$ cat src/hw/audio_port_map.vh
// Constants for the serial audio port block.
// Assumes byte addressing on a 32-bit Avalon-MM register bus.
`ifndef AUDIO_PORT_MAP_VH
`define AUDIO_PORT_MAP_VH

// Register byte offsets.
`define OFS_CTRL 4'h0
`define OFS_STATUS 4'h4
`define OFS_CHSTAT 4'h8

// Control register fields.
`define CTRL_PORT_EN 0
`define CTRL_SRC_SEL 1
`define CTRL_MUTE 2
`define CTRL_TX_MODE 3
`define CTRL_WL_LO 4
`define CTRL_WL_HI 5
`define CTRL_RESET 6'h33

// Status register fields.
`define STAT_CHANGE 0
`define STAT_MODE_ERR 1
`define STAT_LOCKED 2
`define STAT_TX 3
`define STAT_MODE6_N 4
`define STAT_MODE7_N 5

// Word length codes.
`define WL_16 2'h0
`define WL_18 2'h1
`define WL_20 2'h2
`define WL_24 2'h3

// Preamble codes from the demodulator.
`define PRE_B 2'h0
`define PRE_M 2'h1
`define PRE_W 2'h2

// Frame and block figures.
`define CS_BITS 30
`define BLOCK_FRAMES 192
`define UNIT_GAP_MAX 8
`define SCK_HALF_CYCLES 4

`endif

$ cat src/hw/sync_bits.v
// Two-stage synchroniser for independent pin levels.
// Assumes slow levels or clocks far below clk_in.
`timescale 1ns/100ps
module sync_bits #(
  parameter WIDTH = 1
) (
  input wire clk_in,
  input wire rst_in,
  input wire [WIDTH-1:0] async_in,
  output reg [WIDTH-1:0] sync_out
);
  // First stage; only the second stage reads it.
  reg [WIDTH-1:0] meta_reg;

  // Each bit passes two flip-flops before any logic sees it.
  genvar i;
  generate
    for (i = 0; i < WIDTH; i = i + 1) begin : g_bit
      always @(posedge clk_in or posedge rst_in) begin
        if (rst_in) begin
          meta_reg[i] <= 1'b0;
          sync_out[i] <= 1'b0;
        end else begin
          meta_reg[i] <= async_in[i];
          sync_out[i] <= meta_reg[i];
        end
      end
    end
  endgenerate
endmodule

$ cat src/hw/audio_port_validity_mute_chstat.v
// Serial audio port, validity, muting and channel status.
// Assumes subframes on clk_in and asynchronous pins.
`timescale 1ns/100ps
`include "audio_port_map.vh"

// How it works
// - Receive outputs: off, zero, or data/validity.
// - Stand-alone disable floats all four port pins.
// - Host disable floats data and validity only.
// - Mode strobe rising floats word select, bitclock.
// - Re-enabled output resumes at stereo sample start.
// - Transmit word length set, unused bits zero.
// - External port feeds biphase when enabled.
// - Aux data with external timing, selector chooses.
// - Aux data driven on serial data in transmit while the port is disabled, in receive while it is enabled.
// - Unused transmit combination floats all port pins.
// - Invalid pin is input, ignored with aux.
// - Mute zeroes audio and validity, silences aux.
// - Validity copies invalid input, zero with aux.
// - Capture 30 status bits, map sixteen.
// - Mode error until clean consumer block arrives.
// - Only first byte readable, mode bits inverted.
// - Status taken only from left subframes.
// - Change flag when mapped status differs.
// - First byte bit mapping as specified.
// - Second byte carries category bits reversed.
// - User units start with one, gaps delimit messages.
// - Mute request applied on sample boundaries.
module audio_port_validity_mute_chstat #(
  parameter SCK_HALF = `SCK_HALF_CYCLES,
  parameter BLOCK_FRAMES = `BLOCK_FRAMES
) (
  input wire clk_in,
  input wire rst_in,
  input wire [3:0] avs_address_in,
  input wire avs_read_in,
  input wire avs_write_in,
  input wire [31:0] avs_writedata_in,
  input wire [3:0] avs_byteenable_in,
  output reg [31:0] avs_readdata_out,
  output wire avs_waitrequest_out,
  input wire host_mode_in,
  input wire serial_port_out_enable_in,
  input wire serial_source_select_in,
  input wire mute_in,
  input wire mode_strobe_in,
  input wire pll_locked_in,
  input wire biphase_out_enable_in,
  input wire aux_serial_data_in,
  input wire ws_in,
  output reg ws_out,
  output reg ws_oe_n_out,
  input wire sck_in,
  output reg sck_out,
  output reg sck_oe_n_out,
  input wire sd_in,
  output reg sd_out,
  output reg sd_oe_n_out,
  input wire invalid_in,
  output reg invalid_out,
  output reg invalid_oe_n_out,
  input wire sf_valid_in,
  input wire [1:0] sf_preamble_in,
  input wire [23:0] sf_audio_in,
  input wire sf_validity_in,
  input wire sf_user_in,
  input wire sf_chstat_in,
  output reg [23:0] tx_audio_out,
  output reg tx_validity_out,
  output reg tx_left_out,
  output reg tx_audio_valid_out,
  output reg status_mode_error_out,
  output reg [7:0] cs_byte0_out,
  output reg [7:0] cs_byte1_out,
  output reg [7:0] user_unit_out,
  output reg user_unit_valid_out,
  output reg user_msg_start_out
);
  // Pins after two flops, from ws at bit 0 up to encoder enable at bit 11.
  wire [11:0] s;
  sync_bits #(.WIDTH(12)) u_sync (
    .clk_in(clk_in),
    .rst_in(rst_in),
    .async_in({biphase_out_enable_in, pll_locked_in, host_mode_in, serial_source_select_in,
      serial_port_out_enable_in, mute_in, mode_strobe_in, invalid_in, aux_serial_data_in,
      sd_in, sck_in, ws_in}),
    .sync_out(s)
  );

  reg [5:0] ctrl_reg; // Software control bits.
  reg change_reg; // Sticky channel-status change flag.
  reg ack_reg; // Second cycle of a bus access.
  reg tx_mode_reg; // Latched receive/transmit mode.
  reg strobe_d_reg; // Previous strobe level for edge finding.
  reg mute_eff_reg; // Mute applied at stereo start.
  reg en_eff_reg; // Port enable applied at stereo start.

  // Host mode combines pin and bit; stand-alone uses the pin.
  wire host = s[9];
  wire pe_eff = host ? (s[7] & ctrl_reg[`CTRL_PORT_EN]) : s[7];
  wire sel_sd = host ? (s[8] & ctrl_reg[`CTRL_SRC_SEL]) : s[8];
  wire mute_req = s[6] | (host & ctrl_reg[`CTRL_MUTE]);
  wire [1:0] wl = host ? ctrl_reg[`CTRL_WL_HI:`CTRL_WL_LO] : `WL_24;
  wire tx_active = tx_mode_reg & host;
  wire locked = s[10];

  // Significant bits per word-length code.
  function [4:0] wl_bits;
    input [1:0] code;
    begin
      case (code)
        `WL_16: wl_bits = 5'd16;
        `WL_18: wl_bits = 5'd18;
        `WL_20: wl_bits = 5'd20;
        default: wl_bits = 5'd24;
      endcase
    end
  endfunction
  wire [4:0] wl_n = wl_bits(wl);
  wire [23:0] wl_mask = 24'hffffff << (5'd24 - wl_n);

  // Avalon access takes one wait cycle.
  wire bus_req = avs_read_in | avs_write_in;
  assign avs_waitrequest_out = bus_req & ~ack_reg;
  wire wr_do = avs_write_in & ack_reg & avs_byteenable_in[0];

  // Receive-side word clock and bit counter.
  reg [7:0] div_reg; // Half-period counter of the bit clock.
  reg sck_gen_reg; // Generated bit clock level.
  reg [5:0] bit_reg; // Bit slot within the stereo frame.
  reg [23:0] left_reg; // Latest received left sample.
  reg [23:0] right_reg; // Latest received right sample.
  reg vl_reg; // Latest left validity bit.
  reg vr_reg; // Latest right validity bit.
  reg [23:0] out_l_reg; // Left sample being shifted out.
  reg [23:0] out_r_reg; // Right sample being shifted out.
  reg out_vl_reg; // Validity of the left sample shifted.
  reg out_vr_reg; // Validity of the right sample shifted.
  reg iec_bit_reg; // Serial bit from decoded audio.
  wire rx_fall = (div_reg == SCK_HALF - 1) && sck_gen_reg;
  wire [5:0] bit_next = bit_reg + 6'd1;
  wire [4:0] slot = bit_next[4:0];
  wire [4:0] bidx = 5'd24 - slot;
  wire [23:0] cur_word = bit_next[5] ? out_r_reg : out_l_reg;

  // Transmit-side capture state.
  reg sck_d_reg; // Previous external bit clock level.
  reg ws_last_reg; // Word select of the current word.
  reg [23:0] acc_reg; // Word being assembled.
  reg [4:0] cnt_reg; // Bits taken into the current word.
  reg inv_cap_reg; // Invalid flag taken with the MSB.
  wire tx_rise = s[1] & ~sck_d_reg;
  wire tx_bit = sel_sd ? s[2] : s[3];
  wire tx_unused = ~pe_eff & sel_sd;
  wire [23:0] acc_next = (cnt_reg < wl_n) ? (acc_reg | ({23'h0, tx_bit} << (5'd23 - cnt_reg))) : acc_reg;
  wire ws_change = tx_rise & (s[0] != ws_last_reg);
  // A stereo sample starts at word select falling.
  wire stereo_start = tx_active ? (ws_change & ~s[0]) : (rx_fall & (bit_reg == 6'd63));

  // Mode latch and sample-boundary mute and enable.
  always @(posedge clk_in or posedge rst_in) begin
    if (rst_in) begin
      tx_mode_reg <= 1'b0;
      strobe_d_reg <= 1'b0;
      mute_eff_reg <= 1'b1;
      en_eff_reg <= 1'b0;
    end else begin
      strobe_d_reg <= s[5];
      // The mode changes only on the strobe's rising edge.
      if (s[5] & ~strobe_d_reg) begin
        tx_mode_reg <= host & ctrl_reg[`CTRL_TX_MODE];
      end
      // Mute follows the request at a stereo start.
      if (stereo_start) begin
        mute_eff_reg <= mute_req;
      end
      // Disable acts at once; enable waits for a stereo start.
      if (~pe_eff) begin
        en_eff_reg <= 1'b0;
      end else if (stereo_start) begin
        en_eff_reg <= 1'b1;
      end
    end
  end

  // Receive: serialise decoded samples.
  always @(posedge clk_in or posedge rst_in) begin
    if (rst_in) begin
      div_reg <= 8'h00;
      sck_gen_reg <= 1'b0;
      bit_reg <= 6'h3f;
      left_reg <= 24'h000000;
      right_reg <= 24'h000000;
      vl_reg <= 1'b0;
      vr_reg <= 1'b0;
      out_l_reg <= 24'h000000;
      out_r_reg <= 24'h000000;
      out_vl_reg <= 1'b0;
      out_vr_reg <= 1'b0;
      iec_bit_reg <= 1'b0;
    end else begin
      // Left subframes carry block-start or left preambles.
      if (sf_valid_in) begin
        if (sf_preamble_in == `PRE_W) begin
          right_reg <= sf_audio_in & wl_mask;
          vr_reg <= sf_validity_in;
        end else begin
          left_reg <= sf_audio_in & wl_mask;
          vl_reg <= sf_validity_in;
        end
      end
      // The free-running divider keeps the bit clock glitch-free.
      if (div_reg == SCK_HALF - 1) begin
        div_reg <= 8'h00;
        sck_gen_reg <= ~sck_gen_reg;
      end else begin
        div_reg <= div_reg + 8'h01;
      end
      // Pairs are copied in slot 62, which is always zero.
      if (rx_fall) begin
        bit_reg <= bit_next;
        if (bit_reg == 6'd62) begin
          out_l_reg <= left_reg;
          out_r_reg <= right_reg;
          out_vl_reg <= vl_reg;
          out_vr_reg <= vr_reg;
        end
        // One delay slot, then MSB first; zero past 24 bits.
        iec_bit_reg <= (slot >= 5'd1 && slot <= 5'd24) ? cur_word[bidx] : 1'b0;
      end
    end
  end

  // Transmit: assemble words for the encoder.
  always @(posedge clk_in or posedge rst_in) begin
    if (rst_in) begin
      sck_d_reg <= 1'b0;
      ws_last_reg <= 1'b0;
      acc_reg <= 24'h000000;
      cnt_reg <= 5'h00;
      inv_cap_reg <= 1'b0;
      tx_audio_out <= 24'h000000;
      tx_validity_out <= 1'b0;
      tx_left_out <= 1'b0;
      tx_audio_valid_out <= 1'b0;
    end else begin
      sck_d_reg <= s[1];
      tx_audio_valid_out <= 1'b0;
      if (tx_active & tx_rise) begin
        if (ws_change) begin
          // The bit at the word select change ends the old word.
          tx_audio_out <= mute_eff_reg ? 24'h000000 : acc_next;
          tx_validity_out <= ~mute_eff_reg & sel_sd & inv_cap_reg;
          tx_left_out <= ~ws_last_reg;
          tx_audio_valid_out <= s[11] & ~tx_unused;
          acc_reg <= 24'h000000;
          cnt_reg <= 5'h00;
          ws_last_reg <= s[0];
        end else begin
          // Bits past the word length stay zero.
          acc_reg <= acc_next;
          if (cnt_reg == 5'h00) begin
            // Invalid counts only with the serial source.
            inv_cap_reg <= sel_sd & s[4];
          end
          if (cnt_reg != 5'h1f) begin
            cnt_reg <= cnt_reg + 5'h01;
          end
        end
      end
    end
  end

  // Pin drivers; enables are active low.
  always @(posedge clk_in or posedge rst_in) begin
    if (rst_in) begin
      ws_out <= 1'b0;
      ws_oe_n_out <= 1'b1;
      sck_out <= 1'b0;
      sck_oe_n_out <= 1'b1;
      sd_out <= 1'b0;
      sd_oe_n_out <= 1'b1;
      invalid_out <= 1'b0;
      invalid_oe_n_out <= 1'b1;
    end else if (tx_active) begin
      // Timing and invalid pins are inputs here.
      ws_oe_n_out <= 1'b1;
      sck_oe_n_out <= 1'b1;
      invalid_oe_n_out <= 1'b1;
      invalid_out <= 1'b0;
      // Only the aux monitor combination drives serial data.
      sd_oe_n_out <= pe_eff | sel_sd;
      sd_out <= ~mute_eff_reg & s[3];
      ws_out <= 1'b0;
      sck_out <= 1'b0;
    end else begin
      ws_out <= bit_reg[5];
      sck_out <= sck_gen_reg;
      // Host mode keeps timing pins driven while receiving.
      ws_oe_n_out <= ~host & ~pe_eff;
      sck_oe_n_out <= ~host & ~pe_eff;
      sd_oe_n_out <= ~(pe_eff & en_eff_reg);
      invalid_oe_n_out <= ~(pe_eff & en_eff_reg);
      if (~locked | mute_eff_reg) begin
        sd_out <= 1'b0;
        invalid_out <= 1'b0;
      end else if (~sel_sd) begin
        sd_out <= s[3];
        invalid_out <= 1'b0;
      end else begin
        sd_out <= iec_bit_reg;
        invalid_out <= bit_reg[5] ? out_vr_reg : out_vl_reg;
      end
    end
  end

  // Channel-status capture from left subframes only.
  reg [29:0] cs_reg; // Status bits of the current block.
  reg [7:0] fidx_reg; // Left subframe index within the block.
  reg started_reg; // A block start has been seen.
  reg mode6_reg; // Received status bit 6.
  reg mode7_reg; // Received status bit 7.
  wire is_left = sf_valid_in & (sf_preamble_in != `PRE_W);
  wire is_start = sf_preamble_in == `PRE_B;
  wire [7:0] cs_idx = is_start ? 8'h00 : fidx_reg;
  wire [29:0] cs_full = {sf_chstat_in, cs_reg[28:0]};
  wire [7:0] map0 = {cs_full[0], cs_full[1], cs_full[2], cs_full[3], cs_full[24], cs_full[25],
    cs_full[28], cs_full[29]};
  wire [7:0] map1 = {cs_full[8], cs_full[9], cs_full[10], cs_full[11], cs_full[12], cs_full[13],
    cs_full[14], cs_full[15]};
  wire cs_done = is_left & (is_start | started_reg) & (cs_idx == `CS_BITS - 1);
  wire cs_changed = cs_done & ({map1, map0} != {cs_byte1_out, cs_byte0_out});

  always @(posedge clk_in or posedge rst_in) begin
    if (rst_in) begin
      cs_reg <= 30'h00000000;
      fidx_reg <= 8'h00;
      started_reg <= 1'b0;
      mode6_reg <= 1'b0;
      mode7_reg <= 1'b0;
      cs_byte0_out <= 8'h00;
      cs_byte1_out <= 8'h00;
      status_mode_error_out <= 1'b0;
    end else if (is_left & (is_start | started_reg)) begin
      started_reg <= 1'b1;
      fidx_reg <= cs_idx + 8'h01;
      if (cs_idx < `CS_BITS) begin
        cs_reg[cs_idx[4:0]] <= sf_chstat_in;
      end
      // Professional mode sets the error at once.
      if (cs_idx == 8'h00 && sf_chstat_in) begin
        status_mode_error_out <= 1'b1;
      end
      if (cs_done) begin
        cs_byte0_out <= map0;
        cs_byte1_out <= map1;
        mode6_reg <= cs_full[6];
        mode7_reg <= cs_full[7];
      end
      // Cleared after a whole consumer block.
      if (cs_idx == BLOCK_FRAMES - 1 && ~cs_reg[0]) begin
        status_mode_error_out <= 1'b0;
      end
    end
  end

  // User units open with a one; long zero runs open a message.
  reg in_unit_reg; // Inside an information unit.
  reg [2:0] ucnt_reg; // Bits taken of the current unit.
  reg [6:0] ush_reg; // Unit bits so far.
  reg [3:0] zero_reg; // Zero bits since the last unit, saturating.
  reg msg_pend_reg; // The current unit opens a message.

  always @(posedge clk_in or posedge rst_in) begin
    if (rst_in) begin
      in_unit_reg <= 1'b0;
      ucnt_reg <= 3'h0;
      ush_reg <= 7'h00;
      zero_reg <= 4'h9;
      msg_pend_reg <= 1'b0;
      user_unit_out <= 8'h00;
      user_unit_valid_out <= 1'b0;
      user_msg_start_out <= 1'b0;
    end else begin
      user_unit_valid_out <= 1'b0;
      if (sf_valid_in & ~tx_active) begin
        if (~in_unit_reg) begin
          if (sf_user_in) begin
            // More than eight zeros before this start bit mark a new message.
            in_unit_reg <= 1'b1;
            ucnt_reg <= 3'h1;
            ush_reg <= 7'h01;
            msg_pend_reg <= zero_reg > `UNIT_GAP_MAX;
            zero_reg <= 4'h0;
          end else if (zero_reg != 4'hf) begin
            zero_reg <= zero_reg + 4'h1;
          end
        end else begin
          ush_reg <= {ush_reg[5:0], sf_user_in};
          ucnt_reg <= ucnt_reg + 3'h1;
          if (ucnt_reg == 3'h7) begin
            in_unit_reg <= 1'b0;
            user_unit_out <= {ush_reg, sf_user_in};
            user_unit_valid_out <= 1'b1;
            user_msg_start_out <= msg_pend_reg;
          end
        end
      end
    end
  end

  // Register writes; a hardware set beats a clear.
  always @(posedge clk_in or posedge rst_in) begin
    if (rst_in) begin
      ctrl_reg <= `CTRL_RESET;
      change_reg <= 1'b0;
      ack_reg <= 1'b0;
    end else begin
      ack_reg <= bus_req & ~ack_reg;
      if (wr_do && avs_address_in == `OFS_CTRL) begin
        ctrl_reg <= avs_writedata_in[5:0];
      end
      if (cs_changed) begin
        change_reg <= 1'b1;
      end else if (wr_do && avs_address_in == `OFS_STATUS && avs_writedata_in[`STAT_CHANGE]) begin
        change_reg <= 1'b0;
      end
    end
  end

  // Read data loads in the wait cycle and stands after it.
  always @(posedge clk_in or posedge rst_in) begin
    if (rst_in) begin
      avs_readdata_out <= 32'h00000000;
    end else if (avs_read_in & ~ack_reg) begin
      case (avs_address_in)
        `OFS_CTRL: avs_readdata_out <= {26'h0, ctrl_reg};
        `OFS_STATUS: avs_readdata_out <= {26'h0, ~mode7_reg, ~mode6_reg, tx_active, locked,
          status_mode_error_out, change_reg};
        `OFS_CHSTAT: avs_readdata_out <= {24'h0, cs_byte0_out};
        default: avs_readdata_out <= 32'h00000000;
      endcase
    end
  end
endmodule

$ cat config.mk
export PLATFORM = sky130hd
export DESIGN_NAME = audio_port_validity_mute_chstat
export DESIGN_NICKNAME = d
export VERILOG_FILES = /design/src/hw/sync_bits.v /design/src/hw/audio_port_validity_mute_chstat.v
export VERILOG_INCLUDE_DIRS = /design/src /design/src/hw
export SDC_FILE = /design/constraint.sdc
export NUM_CORES = 1
export LEC_CHECK = 0
export BUFFER_PORTS_ARGS = -buffer_cell sky130_fd_sc_hd__buf_4
export CORE_MARGIN = 2
export CORE_UTILIZATION = 58
export CTS_CLUSTER_DIAMETER = 200
export DETAILED_ROUTE_END_ITERATION = 7
export GPL_ROUTABILITY_DRIVEN = 1
export GPL_TIMING_DRIVEN = 0
export HOLD_SLACK_MARGIN = 0.08
export PLACE_DENSITY = 0.83
export SETUP_SLACK_MARGIN = 0.3
export SLEW_MARGIN = 20
export SYNTH_ARGS = -nofsm -noshare
export SYNTH_HDL_FRONTEND = slang
export SYNTH_HIERARCHICAL = 1
export SYNTH_SLANG_ARGS = --single-unit
$ cat constraint.sdc
create_clock -name clk_in -period 14.7 [get_ports clk_in]
set_input_delay 4.41 -clock clk_in [delete_from_list [all_inputs] [get_ports clk_in]]
set_output_delay 4.41 -clock clk_in [all_outputs]
set_load 0.005 [all_outputs]
== After elaboration in Yosys (flattened, before gate mapping) ==
Cells that the tools add are included.

* Add/subtract/negate cells: 9
* Multipliers: 0
* Div/mod/pow operators: 0
* Magnitude comparators: 8
* Equal/unequal tests: 17
* Shifts and indexed selects: 2
* Muxes and demuxes: 53
* Bitwise logic cells: 54
* Reduce and logical (&&, ||, !) cells: 31

{| class="wikitable"
|+ Operators by type and width
! kind !! number
|-
| two-way mux 24 bit || 4
|-
| two-way mux 1 bit || 33
|-
| bitwise mux 30 bit || 1
|-
| AND 1 bit || 28
|-
| AND 24 bit || 1
|-
| OR 24 bit || 1
|-
| case mux 8 bit (3 select lines) || 1
|-
| left shift 1 x 5 -> 24 bit || 1
|-
| left shift 24 x 5 -> 24 bit, first input constant || 1
|-
| inverter 1 bit || 19
|-
| AND reduction 2 bit || 9
|-
| adder 8 x 1 -> 8 bit, second input constant || 2
|-
| two-way mux 8 bit || 2
|-
| inequality test 16 bit || 1
|-
| subtractor 5 bit, first input constant || 3
|-
| two-way mux 7 bit || 2
|-
| == test 6 bit, second input constant || 2
|-
| less-than comparator 5 x 6 -> 1 bit, second input constant || 2
|-
| case mux 4 bit (3 select lines) || 1
|-
| AND reduction 3 bit || 4
|-
| >= comparator 5 x 1 -> 1 bit, second input constant || 2
|-
| two-way mux 5 bit || 2
|-
| nonzero test 2 bit || 5
|-
| == test 8 x 2 -> 1 bit, second input constant || 1
|-
| 31 further kinds || 46
|}

* Register bits after elaboration: 334
* Latch bits: 0
* RAM bits: 0
* Memory bits (read-only): 0
* Input port bits: 86
* Output and inout port bits: 95
* Word-level logic and storage cells: 250
* Memories: 0

== Depth between registers and ports, before layout ==
Gate-level depths: netlist of run 1.

* Depth in word-level cells: 8
* Gate-level depth with buffers: 11

== Hierarchy ==
The synthesis of run 1 kept the hierarchy.

{| class="wikitable"
|+ Modules (own cells, without submodules)
! module !! instances !! cells an instance !! area each (um^2)
|-
| audio_port_validity_mute_chstat || 1 || 1120 || 12769.7
|-
| sync_bits || 1 || 25 || 604.3
|}

== Worst setup path before layout of run 1 ==
Ideal clock, no wire load.

* Path type: input-to-output
* Start: input avs_read_in
* End: output avs_waitrequest_out
* Arrival: 4557 ps
* Required time: 10290 ps
* Path slack: 5733 ps
* Stages on the path: 2
* Path through: nor2_1 > nor2_1

* Longest elaborated chain between the ends: 2

{| class="wikitable"
|+ Ends and longest elaborated chain
! item !! line !! text
|-
| from (decl) || audio_port_validity_mute_chstat.v:36 || <nowiki>input wire avs_read_in,</nowiki>
|-
| OR 1 bit || audio_port_validity_mute_chstat.v:123 || <nowiki>wire bus_req = avs_read_in | avs_write_in;</nowiki>
|-
| AND 1 bit || audio_port_validity_mute_chstat.v:124 || <nowiki>assign avs_waitrequest_out = bus_req & ~ack_reg;</nowiki>
|-
| to (decl) || audio_port_validity_mute_chstat.v:41 || <nowiki>output wire avs_waitrequest_out,</nowiki>
|}

Every way passes these cells.

== Final worst setup path of run 1 ==
Ends and elaborated chain as after synthesis.

==> results of run 1 <==
==> worst max-delay path, stage by stage <==
cell	delay [ns]
buf_4	0.12
nor2_1	0.10
nor2_1	0.06
buf_4	0.13
==> area by class of cell <==
type,count,area share (%)
clock inverters,11,0.880
multi-input cells,764,34.3
plain buffers,82,3.17
clock buffers,41,5.26
flip-flops and latches,297,47.2
repair buffers,127,6.29
diodes,1,0.0158
well taps,285,2.26
inverters,25,0.642
==> power groups by stage <==
| stage | clock network (mW) | registers (mW) | logic [mW] |
|---|---|---|---|
| detailed placement | 0 | 0.971 | 0.239 |
| finish | 0.757 | 0.961 | 0.243 |
| CTS | 0.766 | 0.960 | 0.244 |
| global placement | 0 | 0.967 | 0.227 |
| floorplan | 0 | 0.956 | 0.160 |
| global route | 0.800 | 0.970 | 0.271 |
==> path summary, 6_finish.rpt <==
kind                                                from                             to  slack [ns]
max                                          avs_read_in            avs_waitrequest_out        5.47
min                        u_sync/meta_reg[11]$_DFF_PP0_  u_sync/sync_out[11]$_DFF_PP0_        0.35
max reg2reg                       bit_reg[0]$_DFFE_PP1P_        iec_bit_reg$_DFFE_PP0P_       11.24
min reg2reg                u_sync/meta_reg[11]$_DFF_PP0_  u_sync/sync_out[11]$_DFF_PP0_        0.35
max in group asynchronous                         rst_in         bit_reg[0]$_DFFE_PP1P_        9.85
min in group asynchronous                         rst_in         strobe_d_reg$_DFF_PP0_        3.94
==> logic make-up after synthesis <==
logic type,count (synthesis)
AOI/OAI and AO/OA,218
other,1
and+or+nand+nor,323
DFF,297
muxes,142
adders and majority gates,17
buffers and inverters,107
xor gates and xnor gates,40
==> cells in the mapped netlist, drive strengths merged (2+ instances only) <==
cell / count / area share, %
a211oi: 6 / 0.34
a21boi: 2 / 0.11
a21o: 4 / 0.22
a21oi: 48 / 1.8
a22o: 11 / 0.72
a22oi: 10 / 0.56
a311oi: 2 / 0.13
a31oi: 21 / 0.98
and2: 8 / 0.37
and3: 6 / 0.29
buf: 42 / 2.6
clkbuf: 40 / 1.1
dfrtp: 281 / 53
dfstp: 16 / 3.1
ha: 17 / 1.6
inv: 25 / 0.70
mux2: 133 / 13
mux2i: 4 / 0.30
mux4: 5 / 0.84
nand2: 128 / 3.6
nand2b: 18 / 0.84
nand3: 25 / 0.94
nand3b: 4 / 0.22
nand4: 7 / 0.33
nand4b: 3 / 0.20
nor2: 62 / 1.9
nor2b: 14 / 0.65
nor3: 26 / 1.1
nor4: 10 / 0.67
o2111ai: 6 / 0.39
o211a: 2 / 0.15
o211ai: 3 / 0.17
o21a: 2 / 0.11
o21ai: 82 / 3.2
o221ai: 4 / 0.26
o31ai: 6 / 0.34
o41ai: 2 / 0.13
or2: 2 / 0.094
or3: 4 / 0.19
or4b: 2 / 0.18
xnor2: 12 / 0.79
xor2: 28 / 1.8
==> metrics by stage <==
stage	instances	cell area [sq um]	hold slack, ns	power (mW)
after floorplan	1168	13500	0.331	1.12
after global placement	1578	14800	0.335	1.19
after detailed placement	1580	14800	0.335	1.21
after global routing	1633	15800	0.351	2.04
after CTS	1632	15800	0.348	1.97
final	1633	15800	0.347	1.96
==> layer usage <==
metal	wire length [microns]	GRT usage, %
met4	914	8.91
met3	2140	4.89
met1	12800	34.6
met5	0	0
met2	15100	42.5
==> key figures, run 1 <==
STA
  – Tcrit/Tclk final: 62.8%
  – Slew HR: 37.7%
  – Final setup violation count: 0
  – Final Hold Vio Count: 0
  – Fin. max-slew vios: 0
  – Fmax achieved: 108 MHz
  – Worst Skew: 0.00984 ns
  – Fin worst setup slack: 5.47 ns
  – Unrepaired setup endpoints after global routing: no
  – Slew @ Worst Pin: 0.927 ns
  – Min cycle time layout: 9.23 ns
  – Setup TNS: 0 ns

Logic synthesis
  – Top FF cell, synth: dfrtp_1
  – Post-synthesis xor/xnor area fraction: 2.62%
  – Mapped Cells: 1145
  – Post-synthesis simple-gate area fraction: 11.8%
  – Avg Inst Size Synth: 11.7 sq um
  – #FFs+latches synth: 297
  – Async S/R FF share, synth: 100%
  – Adder-Cell Fraction of Synth Area: 1.59%
  – Post-synthesis mux area share: 13.7%
  – Largest family of logic cells by synthesized area: multiplexers
  – Compound-cell area share of the yosys netlist: 10.0%
  – Register area share after synthesis: 55.7%
  – Post-synth EDFFs: 0
  – Synthesized area: 0.0134 sq mm
  – Synthesis Warnings: 6
  – Cell variety after synth: 67

Pwr
  – Pleak: 7.52 nW
  – Clock share of power: 38.6%
  – Combinational fraction of design power: 12.4%
  – P_int: 1.46 mW
  – VDD IR-drop max: 0.000106 V
  – Net Sw Power: 0.503 mW
  – Switch share: 25.7%
  – Sequential power share: 49.0%
  – Power Dens Cells: 124 mW/mm^2

Final layout
  – Area of the multi-input gates: 0.00541 sq mm
  – Most frequent cells in the layout: 281 x dfrtp_1, 152 x buf_4, 127 x nand2_1, 83 x mux2_2, 81 x o21ai_0
  – Final Core Density: 69.7%
  – Area grow syn2layout: 18.1%
  – Layout cells sized above 1: 28.5%
  – Fill cells: 1529
  – Commonest non-fill, non-tap cell in the layout: dfrtp_1
  – Final layout net count: 1429
  – Register area: 0.00745 sq mm

Floorplanning
  – Die Width: 156 microns
  – Core Area: 0.0226 sq mm
  – Die H: 156 microns
  – Total die area: 0.0243 sq mm
  – Initial Util: 59.1%
  – Ports: 181
  – Row cnt: 55

Clock network
  – Postcts setup bufs: 0
  – Worst skew pair latency: 0.55 ns
  – CTS-repair resized insts: 0
  – Clk slew on worst S/H paths: 0.06 ns
  – CTS max path bufs: 3
  – Total CTS buffers: 29
  – Clock sink total: 297
  – CTS hold repair buffers: 0
  – Root Driver: clkbuf_16
  – H-tree depth: 1
  – CTS tree: done

Worst setup path
  – Reg2Reg Depth: 9
  – Worst path required time: 10.29 ns
  – Crit-path max FO: 2
  – Kind of critical path: primary input to output pin
  – CP Capture Type: output pin
  – WP data arrival: 4.82 ns
  – Critical path startpoint category: primary input

Placement
  – Placer congestion estimate: 0.910
  – Port Buffers: 125
  – DP HPWL: 20700 microns
  – Setup WS pre-CTS: 5.47 ns

Detailed routing
  – First DRT Iteration DRCs: 682
  – WL per Instance: 18.9 microns
  – Residual DRC: 0
  – Vias: 9532
  – Via/cell ratio: 5.84
  – Drt total wl: 30900 microns
  – DR pass1 iterations: 5
  – Remaining antenna violation count: 0

GRT
  – Vias in the first global route: 9661
  – Total GRT Usage: 25.8%
  – GRT Residual Overflow: 0
  – First-pass GRT wire length: 50000 microns
  – Antenna violations before repair: 1
  – Largest net degree at the start of global routing: 105

Job
  – Max-cap viol count: 0

Min path
  – Hold WC Path Type: register to register
  – Worst hold stages: 0

Outcome
  – Status: completed
(Power assumes the default switching activity.)
==> run 2, diff against run 1 <==
- CORE_UTILIZATION: 58 -> 52
- PLACE_DENSITY: 0.83 -> 0.79
- clock period: 14.7 -> 8.2 ns (I/O delays scaled with it)
==> run 2 against run 1 <==
Worst setup slack worse by 2.6 ns. Sequential share of layout area down 0.89 points. Critical path type unchanged. Die area up 11%. Critical path depth unchanged. First-iteration DRC count down 11%.
==> key figures, run 2 (same netlist as run 1, synthesis figures left out) <==
Clock network
  – Postcts setup bufs: 0
  – CTS-repair resized insts: 0
  – H-tree depth: 1
  – Clock sink total: 297
  – Clk slew on worst S/H paths: 0.06 ns
  – Worst skew pair latency: 0.57 ns
  – CTS tree: done
  – Root Driver: clkbuf_16
  – CTS max path bufs: 3
  – CTS hold repair buffers: 0
  – Total CTS buffers: 30

STA
  – Final setup violation count: 0
  – Tcrit/Tclk final: 65.0%
  – Fin worst setup slack: 2.87 ns
  – Min cycle time layout: 5.33 ns
  – Fmax achieved: 187 MHz
  – Worst Skew: 0.0298 ns
  – Final Hold Vio Count: 0
  – Slew HR: 39.6%
  – Unrepaired setup endpoints after global routing: no
  – Slew @ Worst Pin: 0.899 ns
  – Setup TNS: 0 ns
  – Fin. max-slew vios: 0

Pwr
  – Pleak: 7.62 nW
  – Power Dens Cells: 226 mW/mm^2
  – Pwr Total: 3.64 mW
  – VDD IR-drop max: 0.000158 V

GRT
  – Busiest grt layer: met2
  – Grt met2 use: 37.6%
  – GRT Residual Overflow: 0
  – Largest net degree at the start of global routing: 35
  – First-pass GRT wire length: 50100 microns
  – Grt met1 use: 31.0%
  – M3 GR Usage: 5.45%
  – Vias in the first global route: 9615
  – Antenna violations before repair: 0
  – Total GRT Usage: 23.2%

Worst setup path
  – Worst path required time: 5.74 ns
  – Kind of critical path: primary input to output pin
  – CP Capture Type: output pin
  – Crit-path max FO: 2
  – Crit path cell chain: buf_4 > nor2_1 > nor2_1 > buf_4
  – Crit-path max cell delay: 0.13 ns
  – Critical path startpoint category: primary input
  – WP data arrival: 2.87 ns
  – Critical path's slowest cell: buf_4

Floorplanning
  – Row cnt: 58
  – Die H: 164 microns
  – Initial Util: 53.1%
  – Core Area: 0.0252 sq mm
  – Total die area: 0.0270 sq mm
  – Die Width: 164 microns
  – Ports: 181

Placement
  – DP HPWL: 21800 microns
  – Setup WS pre-CTS: 2.86 ns
  – Port Buffers: 125
  – Placer congestion estimate: 0.886
  – Placed Cells: 1632

Detailed routing
  – Remaining antenna violation count: 0
  – WL per Instance: 18.0 microns
  – Residual DRC: 0
  – First DRT Iteration DRCs: 608
  – DR pass1 iterations: 5
  – Vias: 9390
  – Drt total wl: 30300 microns
  – Via/cell ratio: 5.56

Final layout
  – Layout cells sized above 1: 29.5%
  – Final layout net count: 1437
  – Most frequent cells in the layout: 281 x dfrtp_1, 152 x buf_4, 127 x nand2_1, 83 x mux2_2, 81 x o21ai_0
  – Commonest non-fill, non-tap cell in the layout: dfrtp_1
  – Fill cells: 1862
  – Final Core Density: 63.9%
  – Area grow syn2layout: 20.3%
  – Non-Filler Instances: 1688
  – ANT cells: 0

Outcome
  – Status: completed

Min path
  – Hold WC Path Type: register to register

Job
  – Max-cap viol count: 0
-- run 2: changes by cell type in the layout (fill, tap and decap cells not counted), moves of 3 or more --
cell,before,now
clkbuf_1,46,41
buf_12,5,13
clkinv_4,0,3
clkinvlp_4,2,6
inv_6,1,4
-- run 2: path summary, 6_finish.rpt --
path | to | slack, ns | cells past startpoint | from
max in group asynchronous | out_r_reg[15]$_DFFE_PP0P_ | 4.96 | 6 | rst_in
min in group asynchronous | strobe_d_reg$_DFF_PP0_ | 1.99 | 2 | rst_in
hold / removal | u_sync/sync_out[5]$_DFF_PP0_ | 0.34 | 0 | u_sync/meta_reg[5]$_DFF_PP0_
setup reg to reg | iec_bit_reg$_DFFE_PP0P_ | 4.80 | 9 | bit_reg[0]$_DFFE_PP1P_
hold reg to reg | u_sync/sync_out[5]$_DFF_PP0_ | 0.34 | 0 | u_sync/meta_reg[5]$_DFF_PP0_
setup / recovery | avs_waitrequest_out | 2.87 | 4 | avs_read_in
-- run 2: final cells by class --
type | count | area, sq um | area share [%]
timing repair buffer | 134 | 1130 | 7.00
clock inverter | 21 | 280 | 1.74
sequential | 297 | 7450 | 46.3
inverter | 25 | 97.6 | 0.606
clock buffer | 35 | 810 | 5.03
tap | 330 | 413 | 2.57
buffer | 82 | 500 | 3.11
multi-input combinational | 764 | 5410 | 33.6
-- run 2: critical path: cells and delay by family --
| kind | cells | cell delay (ns) |
|---|---|---|
| buffers and inverters | 2 | 0.25 |
| AND/OR/NAND/NOR | 2 | 0.17 |
-- run 2: per-stage QoR --
stage | area [sq um] | hold slack, ns
after floorplan | 13500 | 0.331
after global placement | 14800 | 0.335
after detailed placement | 15000 | 0.335
after CTS | 16100 | 0.345
after global routing | 16100 | 0.352
final | 16100 | 0.344
-- run 2: metal layers --
metal | vias to the layer above | part of all wire [%]
li1 | 4364 | -
met1 | 4644 | 42
met2 | 312 | 48
met3 | 70 | 7.3
met4 | 0 | 3.0
met5 | - | 0
-- run 2: where the power goes --
group          total [mW]  internal (mW)  switching, mW
registers            1.72           1.61          0.106
clock network        1.48          0.875          0.605
logic               0.442          0.209          0.233
total                3.64           2.70          0.945
==> run 3, diff against run 2 <==
- CORE_UTILIZATION: 52 -> 58
- PLACE_DENSITY: 0.79 -> 0.83
- clock period: 8.2 -> 5.35 ns (I/O delays scaled with it)
==> run 3 against run 2 <==
Non-clock buffer count did not move. Critical endpoint unchanged. Sequential power rose by 53%. Cell area shrank 0.36%. Largest cell class unchanged. Via count up 2.9%. Register-to-register slack worse by 2.9 ns. Wire length grew 2.8%. Core utilization increased by 6.9 points. Clock-buffer cell count up 10. Critical path type unchanged. Critical path depth unchanged. Flip-flop and latch count stayed put. Die area shrank 10%.
==> key figures, run 3 (same netlist as run 1, synthesis figures left out) <==
Outcome
  – Status: completed

Clock network
  – Clk slew on worst S/H paths: 0.06 ns
  – Total CTS buffers: 30
  – CTS-repair resized insts: 0
  – CTS max path bufs: 3
  – Clock sink total: 297
  – Root Driver: clkbuf_16
  – CTS tree: done
  – Postcts setup bufs: 0
  – H-tree depth: 1
  – Worst skew pair latency: 0.56 ns
  – CTS hold repair buffers: 0

STA
  – Min cycle time layout: 3.62 ns
  – Worst Skew: 0.0232 ns
  – Final setup violation count: 0
  – Setup TNS: 0 ns
  – Slew @ Worst Pin: 0.844 ns
  – Slew HR: 43.3%
  – Fmax achieved: 276 MHz
  – Fin worst setup slack: 1.73 ns
  – Tcrit/Tclk final: 67.7%
  – Worst hold slack: 0.345 ns
  – Final Hold Vio Count: 0
  – Unrepaired setup endpoints after global routing: no
  – Fin. max-slew vios: 0

Final layout
  – Commonest non-fill, non-tap cell in the layout: dfrtp_1
  – Most frequent cells in the layout: 281 x dfrtp_1, 152 x buf_4, 127 x nand2_1, 83 x mux2_2, 81 x o21ai_0
  – Register area: 0.00745 sq mm
  – Fill cells: 1536
  – ANT cells: 0
  – Area grow syn2layout: 19.9%
  – Layout cells sized above 1: 29.0%
  – Area of the multi-input gates: 0.00541 sq mm
  – Non-Filler Instances: 1643
  – Final layout net count: 1437
  – Final Core Density: 70.8%
  – Final Cell Area: 0.0160 sq mm

Pwr
  – VDD IR-drop max: 0.000273 V
  – Pwr Total: 5.57 mW
  – Pleak: 7.63 nW
  – Power Dens Cells: 347 mW/mm^2

Floorplanning
  – Core Area: 0.0226 sq mm
  – Die H: 156 microns
  – Initial Util: 59.1%
  – Die Width: 156 microns
  – Row cnt: 55
  – Ports: 181
  – Total die area: 0.0243 sq mm

GRT
  – M3 GR Usage: 5.64%
  – GRT Residual Overflow: 0
  – Antenna violations before repair: 0
  – Busiest grt layer: met2
  – Vias in the first global route: 9972
  – Largest net degree at the start of global routing: 37
  – Grt met2 use: 43.7%
  – First-pass GRT wire length: 52100 microns
  – Total GRT Usage: 26.8%
  – Grt met1 use: 35.7%

Placement
  – Setup WS pre-CTS: 1.46 ns
  – DP HPWL: 21900 microns
  – Port Buffers: 125
  – Placer congestion estimate: 0.912
  – Placed Area: 0.0150 sq mm
  – Placed Cells: 1587

Detailed routing
  – Via/cell ratio: 5.88
  – Residual DRC: 0
  – Remaining antenna violation count: 0
  – WL per Instance: 19.0 microns
  – First DRT Iteration DRCs: 678
  – DR pass1 iterations: 5
  – Vias: 9662
  – Drt total wl: 31200 microns

Worst setup path
  – WP data arrival: 2.02 ns
  – Kind of critical path: primary input to output pin
  – R2R Setup Slk: 1.89 ns
  – Critical path startpoint category: primary input
  – Worst path required time: 3.74 ns
  – Crit-path max FO: 2
  – Reg2Reg Depth: 9
  – RR Startpoint: bit_reg[0]$_DFFE_PP1P_
  – CP Capture Type: output pin
  – Reg-to-Reg End: iec_bit_reg$_DFFE_PP0P_

Min path
  – Hold WC Path Type: register to register
  – Worst hold stages: 0
  – Hold EP: u_sync/sync_out[7]$_DFF_PP0_
  – Hold path startpoint: u_sync/meta_reg[7]$_DFF_PP0_

Job
  – Max-cap viol count: 0
## run 3: cell count changes in the layout (fill, tap and decap cells not counted), sizes merged
cell	delta
inv	-4
clkinv	-2
clkinvlp	-4
clkbuf	+10
## run 3: worst max path at each step
stage / end / from / slack, ns
floorplan: acc_reg[0]$_DFFE_PP0P_ / rst_in / 0.15
global placement: out_l_reg[14]$_DFFE_PP0P_ / rst_in / -1.32
detailed placement: cs_byte1_out[3]$_DFFE_PP0P_ / sf_preamble_in[0] / 1.46
CTS: avs_waitrequest_out / avs_read_in / 1.73
global route: iec_bit_reg$_DFFE_PP0P_ / bit_reg[0]$_DFFE_PP1P_ / 1.68
finish: avs_waitrequest_out / avs_read_in / 1.73
## run 3: metal layers
layer | share of wire [%] | up-vias
li1 | - | 4365
met1 | 40 | 4795
met2 | 48 | 408
met3 | 7.4 | 94
met4 | 4.1 | 0
met5 | 0 | -
## run 3: layout make-up
| cell class | instances | area share [%] |
|---|---|---|
| flip-flops and latches | 297 | 46.5 |
| multi-input cells | 764 | 33.8 |
| repair buffers | 134 | 7.07 |
| clock buffers | 45 | 5.53 |
| plain buffers | 82 | 3.12 |
| well taps | 285 | 2.22 |
| clock inverters | 11 | 1.21 |
| inverters | 25 | 0.609 |
## run 3: power by group
group / internal (mW) / total, mW / switching [mW]
logic: 0.322 / 0.679 / 0.357
clock network: 1.38 / 2.25 / 0.866
registers: 2.47 / 2.64 / 0.166
total: 4.18 / 5.57 / 1.39
## run 3: critical path: stages
cell and delay [ns]:
buf_4 0.11, nor2_1 0.10, nor2_1 0.07, buf_4 0.13
